**config.mk**
```make
export PLATFORM = sky130hd
export DESIGN_NAME = dio_top
export DESIGN_NICKNAME = d
export VERILOG_FILES = /design/src/core/dio_pkg.sv /design/src/core/dio_top.sv
export SDC_FILE = /design/constraint.sdc
export NUM_CORES = 2
export LEC_CHECK = 0
export CORE_MARGIN = 2
export CORE_UTILIZATION = 45
export CTS_BUF_LIST = sky130_fd_sc_hd__clkbuf_4
export DETAILED_ROUTE_END_ITERATION = 8
export DONT_BUFFER_PORTS = 1
export MAX_ROUTING_LAYER = met4
export PLACE_DENSITY = 0.7
export REMOVE_ABC_BUFFERS = 1
export SLEW_MARGIN = 25
export SYNTH_ARGS = -nofsm -noshare
export SYNTH_HDL_FRONTEND = slang
export SYNTH_SLANG_ARGS = --single-unit
```
**constraint.sdc**
```tcl
create_clock -name CLOCK_I -period 15.6 [get_ports CLOCK_I]
set_input_delay 2.34 -clock CLOCK_I [delete_from_list [all_inputs] [get_ports CLOCK_I]]
set_output_delay 2.34 -clock CLOCK_I [all_outputs]
set_load 0.1 [all_outputs]
```
**src/core/dio_pkg.sv**
```systemverilog
package dio_pkg;

  // ----------------------------------------------------------------
  // Timing
  // ----------------------------------------------------------------
  localparam int CLK_HZ        = 100_000_000;  // Core clock rate
  localparam int DOUT_PERIOD_MS = 1;           // Relay refresh time
  localparam int AIO_PERIOD_MS  = 4;           // Analog cycle time
  localparam int DOUT_CYCLES   = CLK_HZ / 1000 * DOUT_PERIOD_MS;
  localparam int AIO_CYCLES    = CLK_HZ / 1000 * AIO_PERIOD_MS;

  // ----------------------------------------------------------------
  // Register byte offsets
  // ----------------------------------------------------------------
  localparam logic [7:0] OFS_DOUT_SEL  = 8'h00; // Output state select
  localparam logic [7:0] OFS_AIN_CFG   = 8'h04; // Input config, filter
  localparam logic [7:0] OFS_AIN_GAIN  = 8'h08; // Input gain, Q8
  localparam logic [7:0] OFS_AIN_DZ    = 8'h0c; // Input dead zone
  localparam logic [7:0] OFS_AIN_WBD   = 8'h10; // Wire break delay
  localparam logic [7:0] OFS_AIN_STAT  = 8'h14; // Input status word
  localparam logic [7:0] OFS_AOUT_CFG  = 8'h18; // Source, abs, filter
  localparam logic [7:0] OFS_AOUT_GAIN = 8'h1c; // Output gain, Q8
  localparam logic [7:0] OFS_AOUT_DZ   = 8'h20; // Output dead zone
  localparam logic [7:0] OFS_AOUT_STAT = 8'h24; // Output status word
  localparam logic [7:0] OFS_IRQ_STAT  = 8'h28; // Sticky events, RO
  localparam logic [7:0] OFS_IRQ_EN    = 8'h2c; // Event enables
  localparam logic [7:0] OFS_IRQ_CLR   = 8'h30; // Write one clears
  localparam logic [7:0] OFS_OFF_FREQ  = 8'h34; // Off freq threshold
  localparam logic [7:0] OFS_MIN_FREQ  = 8'h38; // Minimum frequency
  localparam logic [7:0] OFS_CUR_THR   = 8'h3c; // Current threshold

  // ----------------------------------------------------------------
  // Field positions
  // ----------------------------------------------------------------
  localparam int CFG_BIPOLAR   = 0;   // Input config: bipolar input
  localparam int CFG_WB_EN     = 1;   // Input config: wire break on
  localparam int CFG_FILT_LSB  = 4;   // Filter shift, 3 bits
  localparam int AOUT_ABS_BIT  = 16;  // Output absolute value mode
  localparam int AOUT_FILT_LSB = 20;  // Output filter shift, 3 bits
  localparam int IRQ_WB        = 0;   // Wire break raised
  localparam int IRQ_NEG       = 1;   // Output source went negative in absolute mode
  localparam int IRQ_AIN       = 2;   // New input sample processed
  localparam int IRQ_BITS      = 3;

  // ----------------------------------------------------------------
  // Parameter numbers and reset values
  // ----------------------------------------------------------------
  localparam logic [11:0] SW1_PARAM     = 12'h034;  // Status word one
  localparam logic [11:0] SW2_PARAM     = 12'h035;  // Status word two
  localparam logic [15:0] SRC_FREQ      = 16'h0015; // Smoothed freq
  localparam logic [15:0] SRC_CURRENT   = 16'h001b; // Output current
  localparam logic [15:0] SRC_AIN       = 16'h02f3; // Analog input
  localparam logic [15:0] DOUT_SEL_RST  = 16'h0343; // Fault active
  localparam logic [15:0] GAIN_RST      = 16'h0100; // Unity gain
  localparam logic [9:0]  DAC_MAX       = 10'h3ff;  // Full scale
  localparam logic [15:0] BIPOLAR_MID   = 16'h0200; // Bipolar zero

endpackage

```
**src/core/dio_top.sv**
```systemverilog
// The APB interface to the registers and the address map are this design's own decisions.
`timescale 1ns/10ps

module dio_top #(
  parameter int DOUT_TICKS = dio_pkg::DOUT_CYCLES, // 1 ms in cycles
  parameter int AIO_TICKS  = dio_pkg::AIO_CYCLES   // 4 ms in cycles
) (
  input  wire logic        CLOCK_I,
  input  wire logic        RESETN_I,
  input  wire logic        PSEL_I,
  input  wire logic        PENABLE_I,
  input  wire logic        PWRITE_I,
  input  wire logic [7:0]  PADDR_I,
  input  wire logic [31:0] PWDATA_I,
  output logic      [31:0] PRDATA_O,
  output logic             PREADY_O,
  output logic             PSLVERR_O,
  input  wire logic [15:0] STATUS_WORD1_I,
  input  wire logic        DC_BRAKE_I,
  input  wire logic [15:0] FREQ_I,
  input  wire logic [15:0] SETPOINT_I,
  input  wire logic [15:0] CURRENT_I,
  input  wire logic [9:0]  ADC_DATA_I,
  output logic             RELAY_O,
  output logic      [9:0]  DAC_DATA_O,
  output logic             DAC_LOAD_O,
  output logic             WIRE_BREAK_FAULT_O,
  output logic             IRQ_O
);
  import dio_pkg::*;
  // ----------------------------------------------------------------
  // Shared arithmetic
  // ----------------------------------------------------------------
  // First-order lag: y += (x - y) / 2^sh; larger sh smooths more
  function automatic logic [15:0] lag(input logic [15:0] y,
                                      input logic [15:0] x,
                                      input logic [2:0]  sh);
    logic signed [16:0] d;
    d = (17'($signed(x)) - 17'($signed(y))) >>> sh;
    lag = 16'($signed(y) + d);
  endfunction
  // Gain in Q8, then values inside the dead zone read as zero
  function automatic logic [15:0] scale(input logic [15:0] x,
                                        input logic [15:0] g,
                                        input logic [9:0]  dz);
    logic signed [31:0] p;
    logic        [15:0] v;
    logic        [15:0] m;
    p = $signed(x) * $signed(g);
    v = p[23:8];
    m = v[15] ? 16'(-v) : v;
    scale = (m <= {6'h00, dz}) ? 16'h0000 : v;
  endfunction

  // ----------------------------------------------------------------
  // State
  // ----------------------------------------------------------------
  logic [31:0] dout_cnt, next_dout_cnt;   // 1 ms divider
  logic [31:0] aio_cnt,  next_aio_cnt;    // 4 ms divider
  logic        tick_1ms, tick_4ms;        // Period strobes
  logic [9:0]  adc_meta, adc_sync;        // Pin synchroniser
  logic [15:0] dout_sel, next_dout_sel;   // output_state_select
  logic [7:0]  input_config, next_input_config;
  logic [15:0] ain_gain, next_ain_gain, aout_gain, next_aout_gain; // Q8
  logic [9:0]  dead_zone_width, next_dead_zone_width, aout_dz, next_aout_dz;
  logic [15:0] wire_break_delay, next_wire_break_delay;
  logic [31:0] aout_cfg, next_aout_cfg;   // Source, abs, filter
  logic [15:0] off_freq_threshold, next_off_freq_threshold;
  logic [15:0] min_freq, next_min_freq;
  logic [15:0] current_threshold, next_current_threshold;
  logic [IRQ_BITS-1:0] irq_en, next_irq_en;
  logic [IRQ_BITS-1:0] irq_stat, next_irq_stat;
  logic [31:0] prdata, next_prdata;
  logic        pready, next_pready, pslverr, next_pslverr;
  logic        relay, next_relay, wire_break, next_wire_break;
  logic [15:0] ain_filt, next_ain_filt, aout_filt, next_aout_filt; // Lags
  logic [15:0] ain_value, next_ain_value; // Processed input
  logic [15:0] wb_cnt, next_wb_cnt;       // Wire break timer
  logic [9:0]  dac, next_dac;
  logic        dac_load, next_dac_load, irq, next_irq;
  logic        aout_neg, next_aout_neg;   // output_status_word bit
  logic [15:0] status_word2;              // Comparator word
  logic        wb_ev, neg_ev, ain_ev;     // Event pulses
  logic        wr_acc;                    // Write completes this edge
  // ----------------------------------------------------------------
  // Cycle dividers
  // ----------------------------------------------------------------
  // Free-running counters; strobes last one clock
  always_comb begin
    tick_1ms      = (dout_cnt == 32'(DOUT_TICKS - 1));
    tick_4ms      = (aio_cnt == 32'(AIO_TICKS - 1));
    next_dout_cnt = tick_1ms ? 32'h0000_0000 : dout_cnt + 32'h1;
    next_aio_cnt  = tick_4ms ? 32'h0000_0000 : aio_cnt + 32'h1;
  end
  always_ff @(posedge CLOCK_I or negedge RESETN_I) begin
    if (!RESETN_I) begin
      dout_cnt <= 32'h0000_0000;
      aio_cnt  <= 32'h0000_0000;
    end else begin
      dout_cnt <= next_dout_cnt;
      aio_cnt  <= next_aio_cnt;
    end
  end

  // ----------------------------------------------------------------
  // Converter input synchroniser
  // ----------------------------------------------------------------
  // Converter bits arrive from pins; meta stage feeds only sync stage
  always_ff @(posedge CLOCK_I or negedge RESETN_I) begin
    if (!RESETN_I) begin
      adc_meta <= 10'h000;
      adc_sync <= 10'h000;
    end else begin
      adc_meta <= ADC_DATA_I;
      adc_sync <= adc_meta;
    end
  end

  // ----------------------------------------------------------------
  // APB slave and register file
  // ----------------------------------------------------------------
  // One wait state: pready rises in the second access cycle
  always_comb begin
    next_dout_sel           = dout_sel;
    next_input_config       = input_config;
    next_ain_gain           = ain_gain;
    next_dead_zone_width    = dead_zone_width;
    next_wire_break_delay   = wire_break_delay;
    next_aout_cfg           = aout_cfg;
    next_aout_gain          = aout_gain;
    next_aout_dz            = aout_dz;
    next_off_freq_threshold = off_freq_threshold;
    next_min_freq           = min_freq;
    next_current_threshold  = current_threshold;
    next_irq_en             = irq_en;
    next_prdata             = prdata;
    next_pslverr            = 1'b0;
    next_pready             = PSEL_I && PENABLE_I && !pready;
    wr_acc                  = PSEL_I && PENABLE_I && pready && PWRITE_I;
    // Read data and error are settled in the same cycle as pready
    if (next_pready) begin
      next_prdata = 32'h0000_0000;
      case (PADDR_I)
        OFS_DOUT_SEL:  next_prdata = {16'h0000, dout_sel};
        OFS_AIN_CFG:   next_prdata = {24'h000000, input_config};
        OFS_AIN_GAIN:  next_prdata = {16'h0000, ain_gain};
        OFS_AIN_DZ:    next_prdata = {22'h000000, dead_zone_width};
        OFS_AIN_WBD:   next_prdata = {16'h0000, wire_break_delay};
        OFS_AIN_STAT:  next_prdata = {15'h0000, wire_break, ain_value};
        OFS_AOUT_CFG:  next_prdata = aout_cfg;
        OFS_AOUT_GAIN: next_prdata = {16'h0000, aout_gain};
        OFS_AOUT_DZ:   next_prdata = {22'h000000, aout_dz};
        OFS_AOUT_STAT: next_prdata = {6'h00, dac, 15'h0000, aout_neg};
        OFS_IRQ_STAT:  next_prdata = {29'h0, irq_stat};
        OFS_IRQ_EN:    next_prdata = {29'h0, irq_en};
        OFS_IRQ_CLR:   next_prdata = 32'h0000_0000; // Write-only
        OFS_OFF_FREQ:  next_prdata = {16'h0000, off_freq_threshold};
        OFS_MIN_FREQ:  next_prdata = {16'h0000, min_freq};
        OFS_CUR_THR:   next_prdata = {16'h0000, current_threshold};
        default:       next_pslverr = 1'b1;     // Unmapped address
      endcase
    end
    // Writes land on the edge that completes the transfer
    if (wr_acc) begin
      case (PADDR_I)
        OFS_DOUT_SEL:  next_dout_sel = PWDATA_I[15:0];
        OFS_AIN_CFG:   next_input_config = PWDATA_I[7:0];
        OFS_AIN_GAIN:  next_ain_gain = PWDATA_I[15:0];
        OFS_AIN_DZ:    next_dead_zone_width = PWDATA_I[9:0];
        OFS_AIN_WBD:   next_wire_break_delay = PWDATA_I[15:0];
        OFS_AOUT_CFG:  next_aout_cfg = PWDATA_I;
        OFS_AOUT_GAIN: next_aout_gain = PWDATA_I[15:0];
        OFS_AOUT_DZ:   next_aout_dz = PWDATA_I[9:0];
        OFS_IRQ_EN:    next_irq_en = PWDATA_I[IRQ_BITS-1:0];
        OFS_OFF_FREQ:  next_off_freq_threshold = PWDATA_I[15:0];
        OFS_MIN_FREQ:  next_min_freq = PWDATA_I[15:0];
        OFS_CUR_THR:   next_current_threshold = PWDATA_I[15:0];
        default:       next_irq_en = irq_en;        // RO or clear
      endcase
    end
  end
  always_ff @(posedge CLOCK_I or negedge RESETN_I) begin
    if (!RESETN_I) begin
      dout_sel           <= DOUT_SEL_RST;
      input_config       <= 8'h00;
      ain_gain           <= GAIN_RST;
      dead_zone_width    <= 10'h000;
      wire_break_delay   <= 16'h0000;
      aout_cfg           <= {16'h0000, SRC_FREQ};
      aout_gain          <= GAIN_RST;
      aout_dz            <= 10'h000;
      off_freq_threshold <= 16'h0000;
      min_freq           <= 16'h0000;
      current_threshold  <= 16'h0000;
      irq_en             <= 3'h0;
      prdata             <= 32'h0000_0000;
      pready             <= 1'b0;
      pslverr            <= 1'b0;
    end else begin
      dout_sel           <= next_dout_sel;
      input_config       <= next_input_config;
      ain_gain           <= next_ain_gain;
      dead_zone_width    <= next_dead_zone_width;
      wire_break_delay   <= next_wire_break_delay;
      aout_cfg           <= next_aout_cfg;
      aout_gain          <= next_aout_gain;
      aout_dz            <= next_aout_dz;
      off_freq_threshold <= next_off_freq_threshold;
      min_freq           <= next_min_freq;
      current_threshold  <= next_current_threshold;
      irq_en             <= next_irq_en;
      prdata             <= next_prdata;
      pready             <= next_pready;
      pslverr            <= next_pslverr;
    end
  end

  // ----------------------------------------------------------------
  // Relay output
  // ----------------------------------------------------------------
  // Word one arrives ready-made: 0 ready .. 9 process_data control,
  // A max freq .. F inverter overload; word two is built here from
  // signed compares on frequency and current, plus the DC brake input
  always_comb begin
    status_word2    = 16'h0000;
    status_word2[0] = DC_BRAKE_I;
    status_word2[1] = $signed(FREQ_I) >= $signed(off_freq_threshold);
    status_word2[2] = $signed(FREQ_I) > $signed(min_freq);
    status_word2[3] = $signed(CURRENT_I) >= $signed(current_threshold);
    status_word2[6] = $signed(FREQ_I) >= $signed(SETPOINT_I);
    next_relay      = relay;
    // Only a 1 ms strobe moves the relay; unknown numbers drive low
    if (tick_1ms) begin
      case (dout_sel[15:4])
        SW1_PARAM: next_relay = STATUS_WORD1_I[dout_sel[3:0]];
        SW2_PARAM: next_relay = status_word2[dout_sel[3:0]];
        default:   next_relay = 1'b0;
      endcase
    end
  end
  always_ff @(posedge CLOCK_I or negedge RESETN_I) begin
    if (!RESETN_I) begin
      relay <= 1'b0;
    end else begin
      relay <= next_relay;
    end
  end

  // ----------------------------------------------------------------
  // Analog input channel
  // ----------------------------------------------------------------
  // Everything advances once per 4 ms sample
  always_comb begin
    logic [15:0] raw;
    logic        wb_arm;
    logic        low;
    raw = {6'h00, adc_sync} - (input_config[CFG_BIPOLAR] ? BIPOLAR_MID
                                                          : 16'h0000);
    // Monitor needs enable, a nonzero width and a unipolar input
    wb_arm = input_config[CFG_WB_EN] && (dead_zone_width != 10'h000)
             && !input_config[CFG_BIPOLAR];
    low    = ({adc_sync, 1'b0} <= {1'b0, dead_zone_width});
    next_ain_filt   = ain_filt;
    next_ain_value  = ain_value;
    next_wb_cnt     = wb_cnt;
    next_wire_break = wire_break;
    wb_ev           = 1'b0;
    ain_ev          = tick_4ms;
    if (tick_4ms) begin
      next_ain_filt  = lag(ain_filt, raw,
                           input_config[CFG_FILT_LSB +: 3]);
      next_ain_value = scale(next_ain_filt, ain_gain,
                             dead_zone_width);
      if (!wb_arm || !low) begin
        // A brief dip restarts the count; the fault clears on recovery
        next_wb_cnt     = 16'h0000;
        next_wire_break = 1'b0;
      end else if (wb_cnt >= wire_break_delay) begin
        next_wire_break = 1'b1;
        wb_ev           = !wire_break;
      end else begin
        next_wb_cnt = wb_cnt + 16'h1;
      end
    end
  end
  always_ff @(posedge CLOCK_I or negedge RESETN_I) begin
    if (!RESETN_I) begin
      ain_filt   <= 16'h0000;
      ain_value  <= 16'h0000;
      wb_cnt     <= 16'h0000;
      wire_break <= 1'b0;
    end else begin
      ain_filt   <= next_ain_filt;
      ain_value  <= next_ain_value;
      wb_cnt     <= next_wb_cnt;
      wire_break <= next_wire_break;
    end
  end

  // ----------------------------------------------------------------
  // Analog output channel
  // ----------------------------------------------------------------
  // Negative results clamp to zero; the converter is unipolar
  always_comb begin
    logic [15:0] src;
    logic [15:0] mag;
    logic [15:0] scaled;
    src = 16'h0000;
    case (aout_cfg[15:0])
      SRC_FREQ:    src = FREQ_I;
      SRC_CURRENT: src = CURRENT_I;
      SRC_AIN:     src = ain_value;
      default:     src = 16'h0000;
    endcase
    // Absolute mode mirrors a negative source before the lag
    mag = (aout_cfg[AOUT_ABS_BIT] && src[15]) ? 16'(-src) : src;
    next_aout_filt = aout_filt;
    next_dac       = dac;
    next_aout_neg  = aout_neg;
    next_dac_load  = tick_4ms;
    neg_ev         = 1'b0;
    scaled         = scale(aout_filt, aout_gain, aout_dz);
    if (tick_4ms) begin
      next_aout_filt = lag(aout_filt, mag,
                           aout_cfg[AOUT_FILT_LSB +: 3]);
      scaled = scale(next_aout_filt, aout_gain, aout_dz);
      next_dac = scaled[15] ? 10'h000
               : (scaled > {6'h00, DAC_MAX}) ? DAC_MAX : scaled[9:0];
      next_aout_neg = aout_cfg[AOUT_ABS_BIT] && src[15];
      neg_ev        = next_aout_neg && !aout_neg;
    end
  end
  always_ff @(posedge CLOCK_I or negedge RESETN_I) begin
    if (!RESETN_I) begin
      aout_filt <= 16'h0000;
      dac       <= 10'h000;
      dac_load  <= 1'b0;
      aout_neg  <= 1'b0;
    end else begin
      aout_filt <= next_aout_filt;
      dac       <= next_dac;
      dac_load  <= next_dac_load;
      aout_neg  <= next_aout_neg;
    end
  end

  // ----------------------------------------------------------------
  // Interrupts
  // ----------------------------------------------------------------
  // Set wins over a clear written in the same cycle
  always_comb begin
    next_irq_stat = irq_stat;
    if (wr_acc && PADDR_I == OFS_IRQ_CLR) begin
      next_irq_stat = irq_stat & ~PWDATA_I[IRQ_BITS-1:0];
    end
    next_irq_stat[IRQ_WB]  = next_irq_stat[IRQ_WB] | wb_ev;
    next_irq_stat[IRQ_NEG] = next_irq_stat[IRQ_NEG] | neg_ev;
    next_irq_stat[IRQ_AIN] = next_irq_stat[IRQ_AIN] | ain_ev;
    next_irq = |(next_irq_stat & next_irq_en);
  end
  always_ff @(posedge CLOCK_I or negedge RESETN_I) begin
    if (!RESETN_I) begin
      irq_stat <= 3'h0;
      irq      <= 1'b0;
    end else begin
      irq_stat <= next_irq_stat;
      irq      <= next_irq;
    end
  end

  // ----------------------------------------------------------------
  // Outputs, all straight from flops
  // ----------------------------------------------------------------
  assign PRDATA_O           = prdata;
  assign PREADY_O           = pready;
  assign PSLVERR_O          = pslverr;
  assign RELAY_O            = relay;
  assign DAC_DATA_O         = dac;
  assign DAC_LOAD_O         = dac_load;
  assign WIRE_BREAK_FAULT_O = wire_break;
  assign IRQ_O              = irq;
endmodule

```
Word-level counts from Yosys, hierarchy flattened

Cells that the tools add are included.

Register bits: 375
Input port bits: 120
Word-level logic and storage cells: 148

Add/subtract/negate cells: 11
Multipliers: 2
$lt $le $gt $ge: 10
Eq/ne operators: 23
Shift operators: 2
Mux-type cells: 30
Bitwise operators: 6
Reduce and logical (&&, ||, !) cells: 34

Operator list:

| operator                                              | count |
|---|---|
| one-hot mux 32 bit (15 select lines)                  | 1 |
| 2-to-1 mux 16 bit                                     | 7 |
| adder 32 x 1 -> 32 bit, second input constant         | 2 |
| equality test 8 x 6 -> 1 bit, second input constant   | 8 |
| >= comparator 16 bit                                  | 4 |
| 2-to-1 mux 32 bit                                     | 2 |
| multiplier 16 x 16 -> 24 bit                          | 2 |
| negation 16 bit                                       | 3 |
| one-hot mux 16 bit (3 select lines)                   | 1 |
| >>> shifter 17 x 3 -> 16 bit                          | 2 |
| adder 16 bit                                          | 2 |
| equality test 16 x 5 -> 1 bit, second input constant  | 2 |
| equality test 32 x 17 -> 1 bit, second input constant | 1 |
| equality test 32 x 19 -> 1 bit, second input constant | 1 |
| equality test 8 x 5 -> 1 bit, second input constant   | 4 |
| less-or-equal comparator 16 x 10 -> 1 bit             | 2 |
| 2-to-1 mux 10 bit                                     | 3 |
| AND reduction 2 bit                                   | 13 |
| equality test 12 x 6 -> 1 bit, second input constant  | 2 |
| subtractor 11 x 16 -> 17 bit                          | 1 |
| subtractor 16 x 16 -> 17 bit                          | 1 |
| adder 16 x 1 -> 16 bit, second input constant         | 1 |
| equality test 16 x 10 -> 1 bit, second input constant | 1 |
| equality test 8 x 4 -> 1 bit, second input constant   | 2 |
| 22 further kinds                                      | 50 |

Depth between registers and ports, before layout

Depth in word-level cells: 15
Depth in mapped cells: 69
Depth with buffers taken out: 66

Worst setup path before layout

No wires, ideal clock.

Path type: in2reg
Start point: in FREQ_I[0]
End point: reg dac[0] (netlist: DAC_DATA_O[0])
Setup time: 122 ps
Data arrival time: 14,941 ps
Data required time: 15,478 ps
Setup slack: 537 ps
Stages on the path: 59
Cell sequence: a222oi_1 ha_1 and3_1 a21oi_1 xor2_1 ha_1 a21o_1 a21o_1 a21oi_1 nor3b_1 a21oi_1 a21o_1 a21oi_1 xnor2_1 mux2i_1 mux2_2 nor2_1 a21o_1 [23 not listed] xnor2_1 xnor3_1 xnor2_1 xor3_1 xnor3_1 mux2i_1 ha_1 nor2b_1 o21a_1 o21ai_0 nand2b_1 a21oi_1 o21ai_0 a21oi_1 nor2b_1 o21ai_1 o21ai_0 a22o_1

Cells in the longest elaborated chain, start to end: 14

Ends and longest elaborated chain:

| element                                   | line           | RTL |
|---|---|---|
| start, declared                           | dio_top.sv:20  | `input wire logic [15:0] FREQ_I,` |
| one-hot mux 16 bit (3 select lines) (*)   | dio_top.sv:309 | `case (aout_cfg[15:0])` |
| negation 16 bit                           | dio_top.sv:316 | `mag = (aout_cfg[AOUT_ABS_BIT] && src[15]) ? 16'(-src) : src;` |
| 2-to-1 mux 16 bit (*)                     | dio_top.sv:316 |  |
| subtractor 16 x 16 -> 17 bit (*)          | dio_top.sv:39  | `d = (17'($signed(x)) - 17'($signed(y))) >>> sh;` |
| >>> shifter 17 x 3 -> 16 bit (*)          | dio_top.sv:39  |  |
| adder 16 bit (*)                          | dio_top.sv:40  | `lag = 16'($signed(y) + d);` |
| multiplier 16 x 16 -> 24 bit (*)          | dio_top.sv:49  | `p = $signed(x) * $signed(g);` |
| negation 16 bit                           | dio_top.sv:51  | `m = v[15] ? 16'(-v) : v;` |
| 2-to-1 mux 16 bit                         | dio_top.sv:51  |  |
| less-or-equal comparator 16 x 10 -> 1 bit | dio_top.sv:52  | `scale = (m <= {6'h00, dz}) ? 16'h0000 : v;` |
| 2-to-1 mux 16 bit (*)                     | dio_top.sv:52  |  |
| > comparator 16 x 10 -> 1 bit             | dio_top.sv:328 | `: (scaled > {6'h00, DAC_MAX}) ? DAC_MAX : scaled[9:0];` |
| 2-to-1 mux 10 bit                         | dio_top.sv:328 |  |
| 2-to-1 mux 10 bit (*)                     | dio_top.sv:327 | `next_dac = scaled[15] ? 10'h000` |
| end signal, assigned                      | dio_top.sv:341 | `dac <= next_dac;` |
| end, declared                             | dio_top.sv:79  | `logic [9:0] dac, next_dac;` |

Every way passes the cells marked *; elsewhere a longest branch is shown, timed or not.
A chain may end at the register's enable or synchronous reset.

Worst setup path in the final report

Start point: reg adc_sync[0]
End point: reg ain_value[6]

Cells in the longest elaborated chain, start to end: 9

Ends and longest elaborated chain:

| element                                   | line           | RTL |
|---|---|---|
| start, declared                           | dio_top.sv:61  | `logic [9:0] adc_meta, adc_sync;` |
| start signal, assigned                    | dio_top.sv:115 | `adc_sync <= adc_meta;` |
| subtractor 10 x 10 -> 11 bit (*)          | dio_top.sv:257 | `raw = {6'h00, adc_sync} - (input_config[CFG_BIPOLAR] ? BIPOLAR_MID` |
| subtractor 11 x 16 -> 17 bit (*)          | dio_top.sv:39  |  |
| >>> shifter 17 x 3 -> 16 bit (*)          | dio_top.sv:39  |  |
| adder 16 bit (*)                          | dio_top.sv:40  |  |
| multiplier 16 x 16 -> 24 bit (*)          | dio_top.sv:49  |  |
| negation 16 bit                           | dio_top.sv:51  |  |
| 2-to-1 mux 16 bit                         | dio_top.sv:51  |  |
| less-or-equal comparator 16 x 10 -> 1 bit | dio_top.sv:52  |  |
| 2-to-1 mux 16 bit (*)                     | dio_top.sv:52  |  |
| end signal, assigned                      | dio_top.sv:294 | `ain_value <= next_ain_value;` |
| end, declared                             | dio_top.sv:77  | `logic [15:0] ain_value, next_ain_value;` |

Marks and branches as above.

==> flow_summary.json <==
{
  "dr_total_vias": 30340,
  "final_nets": 4974,
  "syn_inst": 4134,
  "skew_ns": 0.0941,
  "io_buffers": 0,
  "cts_sinks": 375,
  "maxSlewHeadroom_pct": 23.8,
  "firstDrtPassIters": 8,
  "synth_edf_count": 0,
  "yosys.cell_types.count": 86,
  "clk_latency_ns": 0.93,
  "hold_violations": 0,
  "rows": 107,
  "htreeDepth": 3,
  "post-dp-hpwl_um": 88900,
  "tritoncts": "built",
  "drtIter0Drc": 2633,
  "crit_type": "reg2reg",
  "cp_data_arrival_time_ns": 15.68,
  "clock-root-buffer": "clkbuf_4",
  "finalSetupTns_ns": 0,
  "tightest_slew_ns": 1.14,
  "max-cap-violations": 0,
  "grt_pass1_vias": 31313,
  "vias_per_cell": 5.64,
  "grt_pass1_wl_um": 181000,
  "status": "completed",
  "powerDensity_mw_per_mm2": 50.3,
  "grt_overflow": 0,
  "fin_crit_sh_pct": 95.7,
  "fill_cells": 8086,
  "core_area_mm2": 0.0851,
  "setup_viol": 0,
  "die_area_mm2": 0.0882,
  "startpoint_type": "flop",
  "die_x_um": 297,
  "gp_congestion": 0.926,
  "slowest_stage": "fa_1",
  "drv_slew": 0,
  "ant_nets": 0,
  "path_max_fanout": 15,
  "yosysWarnings": 0,
  "area_delta_synth_final_pct": 7.20,
  "cp_common_cell": "fa_1",
  "io_pins": 168,
  "rrSetupSlack_ns": 0.68,
  "wl_per_cell_um": 21.2,
  "power_leakage_uw": 0.0201,
  "finalCoreUtilization_pct": 48.6,
  "period_minus_slack_ns": 14.92,
  "grt_max_degree": 376,
  "avgSynthCellArea_um2": 9.34,
  "die_h_um": 297,
  "cts_buffers": 101,
  "hp-class": "reg2reg",
  "grt.total_usage_pct": 27.0,
  "antenna_found_initial": 9,
  "path_clk_slew_ns": 0.08,
  "cts_hold_buf": 0,
  "ys_seq_area_share_pct": 24.3,
  "cts_buffer_depth": 3,
  "start_util_pct": 45.4,
  "wirelength_um": 114000,
  "max_freq_mhz": 67.0,
  "syn_area_mm2": 0.0386,
  "ys_ff_latch": 375,
  "crit_required_ns": 16.36,
  "async_flop_share_pct": 100,
  "synthFlopType": "dfrtp_1",
  "rsz0062_at_grt": "false",
  "remaining_drc_errors": 0,
  "max_stage_delay_ns": 0.59,
  "vdd_drop_max_uv": 55.1,
  "end_kind": "flop",
  "final_layout_size_suffix_gt1_share_pct": 11.6
}
[what timing repair did]
action,4_1_cts,5_1_grt
setup buffers,0,3
setup endpoints to repair,0,26
gates resized for setup,0,17
[power by group]
group | switching (uW) | internal, uW
Clock | 449 | 416
Sequential | 55.8 | 982
Combinational | 110 | 71.4
[synth_stat cells (all sizes together) (28+ instances only)]
master	number	area [um^2]
dfrtp	365	9130
nor2	165	619
mux2	192	2160
a21o	58	435
nand3	86	430
a22o	30	263
a21oi	118	591
nand4	46	288
fa	376	7530
inv	638	2390
mux2i	41	410
nor3	28	140
nor2b	54	338
xnor2	147	1290
and2	185	1160
clkbuf	140	526
ha	321	4020
a221oi	35	313
nand2b	52	325
nand2	478	1790
a22oi	56	420
o21ai	145	729
xor2	61	534
o21a	34	255
[final cells by class]
type                       instances  area, um^2  area share (%)
clock buffer                     140        1050            2.54
inverter                         639        2400            5.79
tap                             1144        1430            3.46
sequential                       375        9400            22.7
clock inverter                    33         165           0.399
timing repair buffer              82         632            1.53
antenna                            8        20.0          0.0484
multi-input combinational       2958       26300            63.5
[flip-flops by register name, indices dropped and copies added, names as in the netlist, 16 cells and up]
name                count
dout_sel               16
ain_filt               16
wire_break_delay       16
aout_filt              16
ain_gain               16
dout_cnt               32
aio_cnt                32
wb_cnt                 16
current_threshold      16
ain_value              16
PRDATA_O               32
aout_cfg               32
min_freq               16
aout_gain              16
off_freq_threshold     16
[critical path, delay by kind of cell (launching register included)]
kind                     cells  cell delay [ns]
AO/OA/AOI/OAI               24             5.04
adder cells (fa/ha/maj)     11             4.73
XOR/XNOR                     5             1.30
buffers and inverters       11             1.27
AND/OR/NAND/NOR              8             1.21
multiplexers                 4             0.78
flip-flops                   1             0.42
[metrics by stage]
| stage | total power (uW) | area, um^2 | instances | hold slack [ns] | setup slack (ns) |
|---|---|---|---|---|---|
| floorplan | 1170 | 38000 | 3971 | 0.331 | 0.453 |
| global placement | 1230 | 40100 | 5194 | 0.332 | 0.208 |
| detailed placement | 1230 | 40100 | 5194 | 0.337 | 0.0286 |
| CTS | 2100 | 41300 | 5367 | 0.350 | 0.0915 |
| global route | 2170 | 41400 | 5379 | 0.348 | 0.0160 |
| finish | 2080 | 41400 | 5379 | 0.339 | 0.675 |
[metal layers]
metal | share of wire (%) | up-vias | routed length, um | track usage (%)
met5 | 0 | - | 0 | -
met4 | 3.6 | 0 | 4090 | 9.56
met3 | 8.7 | 269 | 9930 | 5.60
met2 | 46 | 1208 | 52400 | 41.8
met1 | 42 | 15102 | 47700 | 35.2
li1 | - | 13761 | - | -
[placed cells by master (no fill, tap or decap), types with 52 or more instances in the layout]
cell	instances
a21o_1	58
a21oi_1	116
a22oi_1	56
and2_1	185
buf_4	80
clkbuf_4	140
dfrtp_1	363
fa_1	376
ha_1	320
inv_1	635
mux2_2	192
nand2_1	477
nand2b_1	52
nand3_1	86
nor2_1	162
nor2b_1	54
o21ai_0	140
xnor2_1	146
xor2_1	61
[final timing paths]
check / startpoint / endpoint / depth (start not counted)
max in group asynchronous: RESETN_I / PRDATA_O[9] / 0
min in group asynchronous: RESETN_I / aio_cnt[19] / 0
min: adc_meta[5] / adc_sync[5] / 0
max: adc_sync[0] / ain_value[6] / 63
min reg2reg: adc_meta[5] / adc_sync[5] / 0
max reg2reg: adc_sync[0] / ain_value[6] / 63
[kinds of logic after synthesis]
family,synth area share [%]
AOI/OAI and AO/OA,10.8
adders and majority gates,29.9
muxes,6.95
and+or+nand+nor,15.1
DFF,24.3
buffers and inverters,7.86
xor gates and xnor gates,5.07
Note: power is estimated with default switching activity, not from simulation.
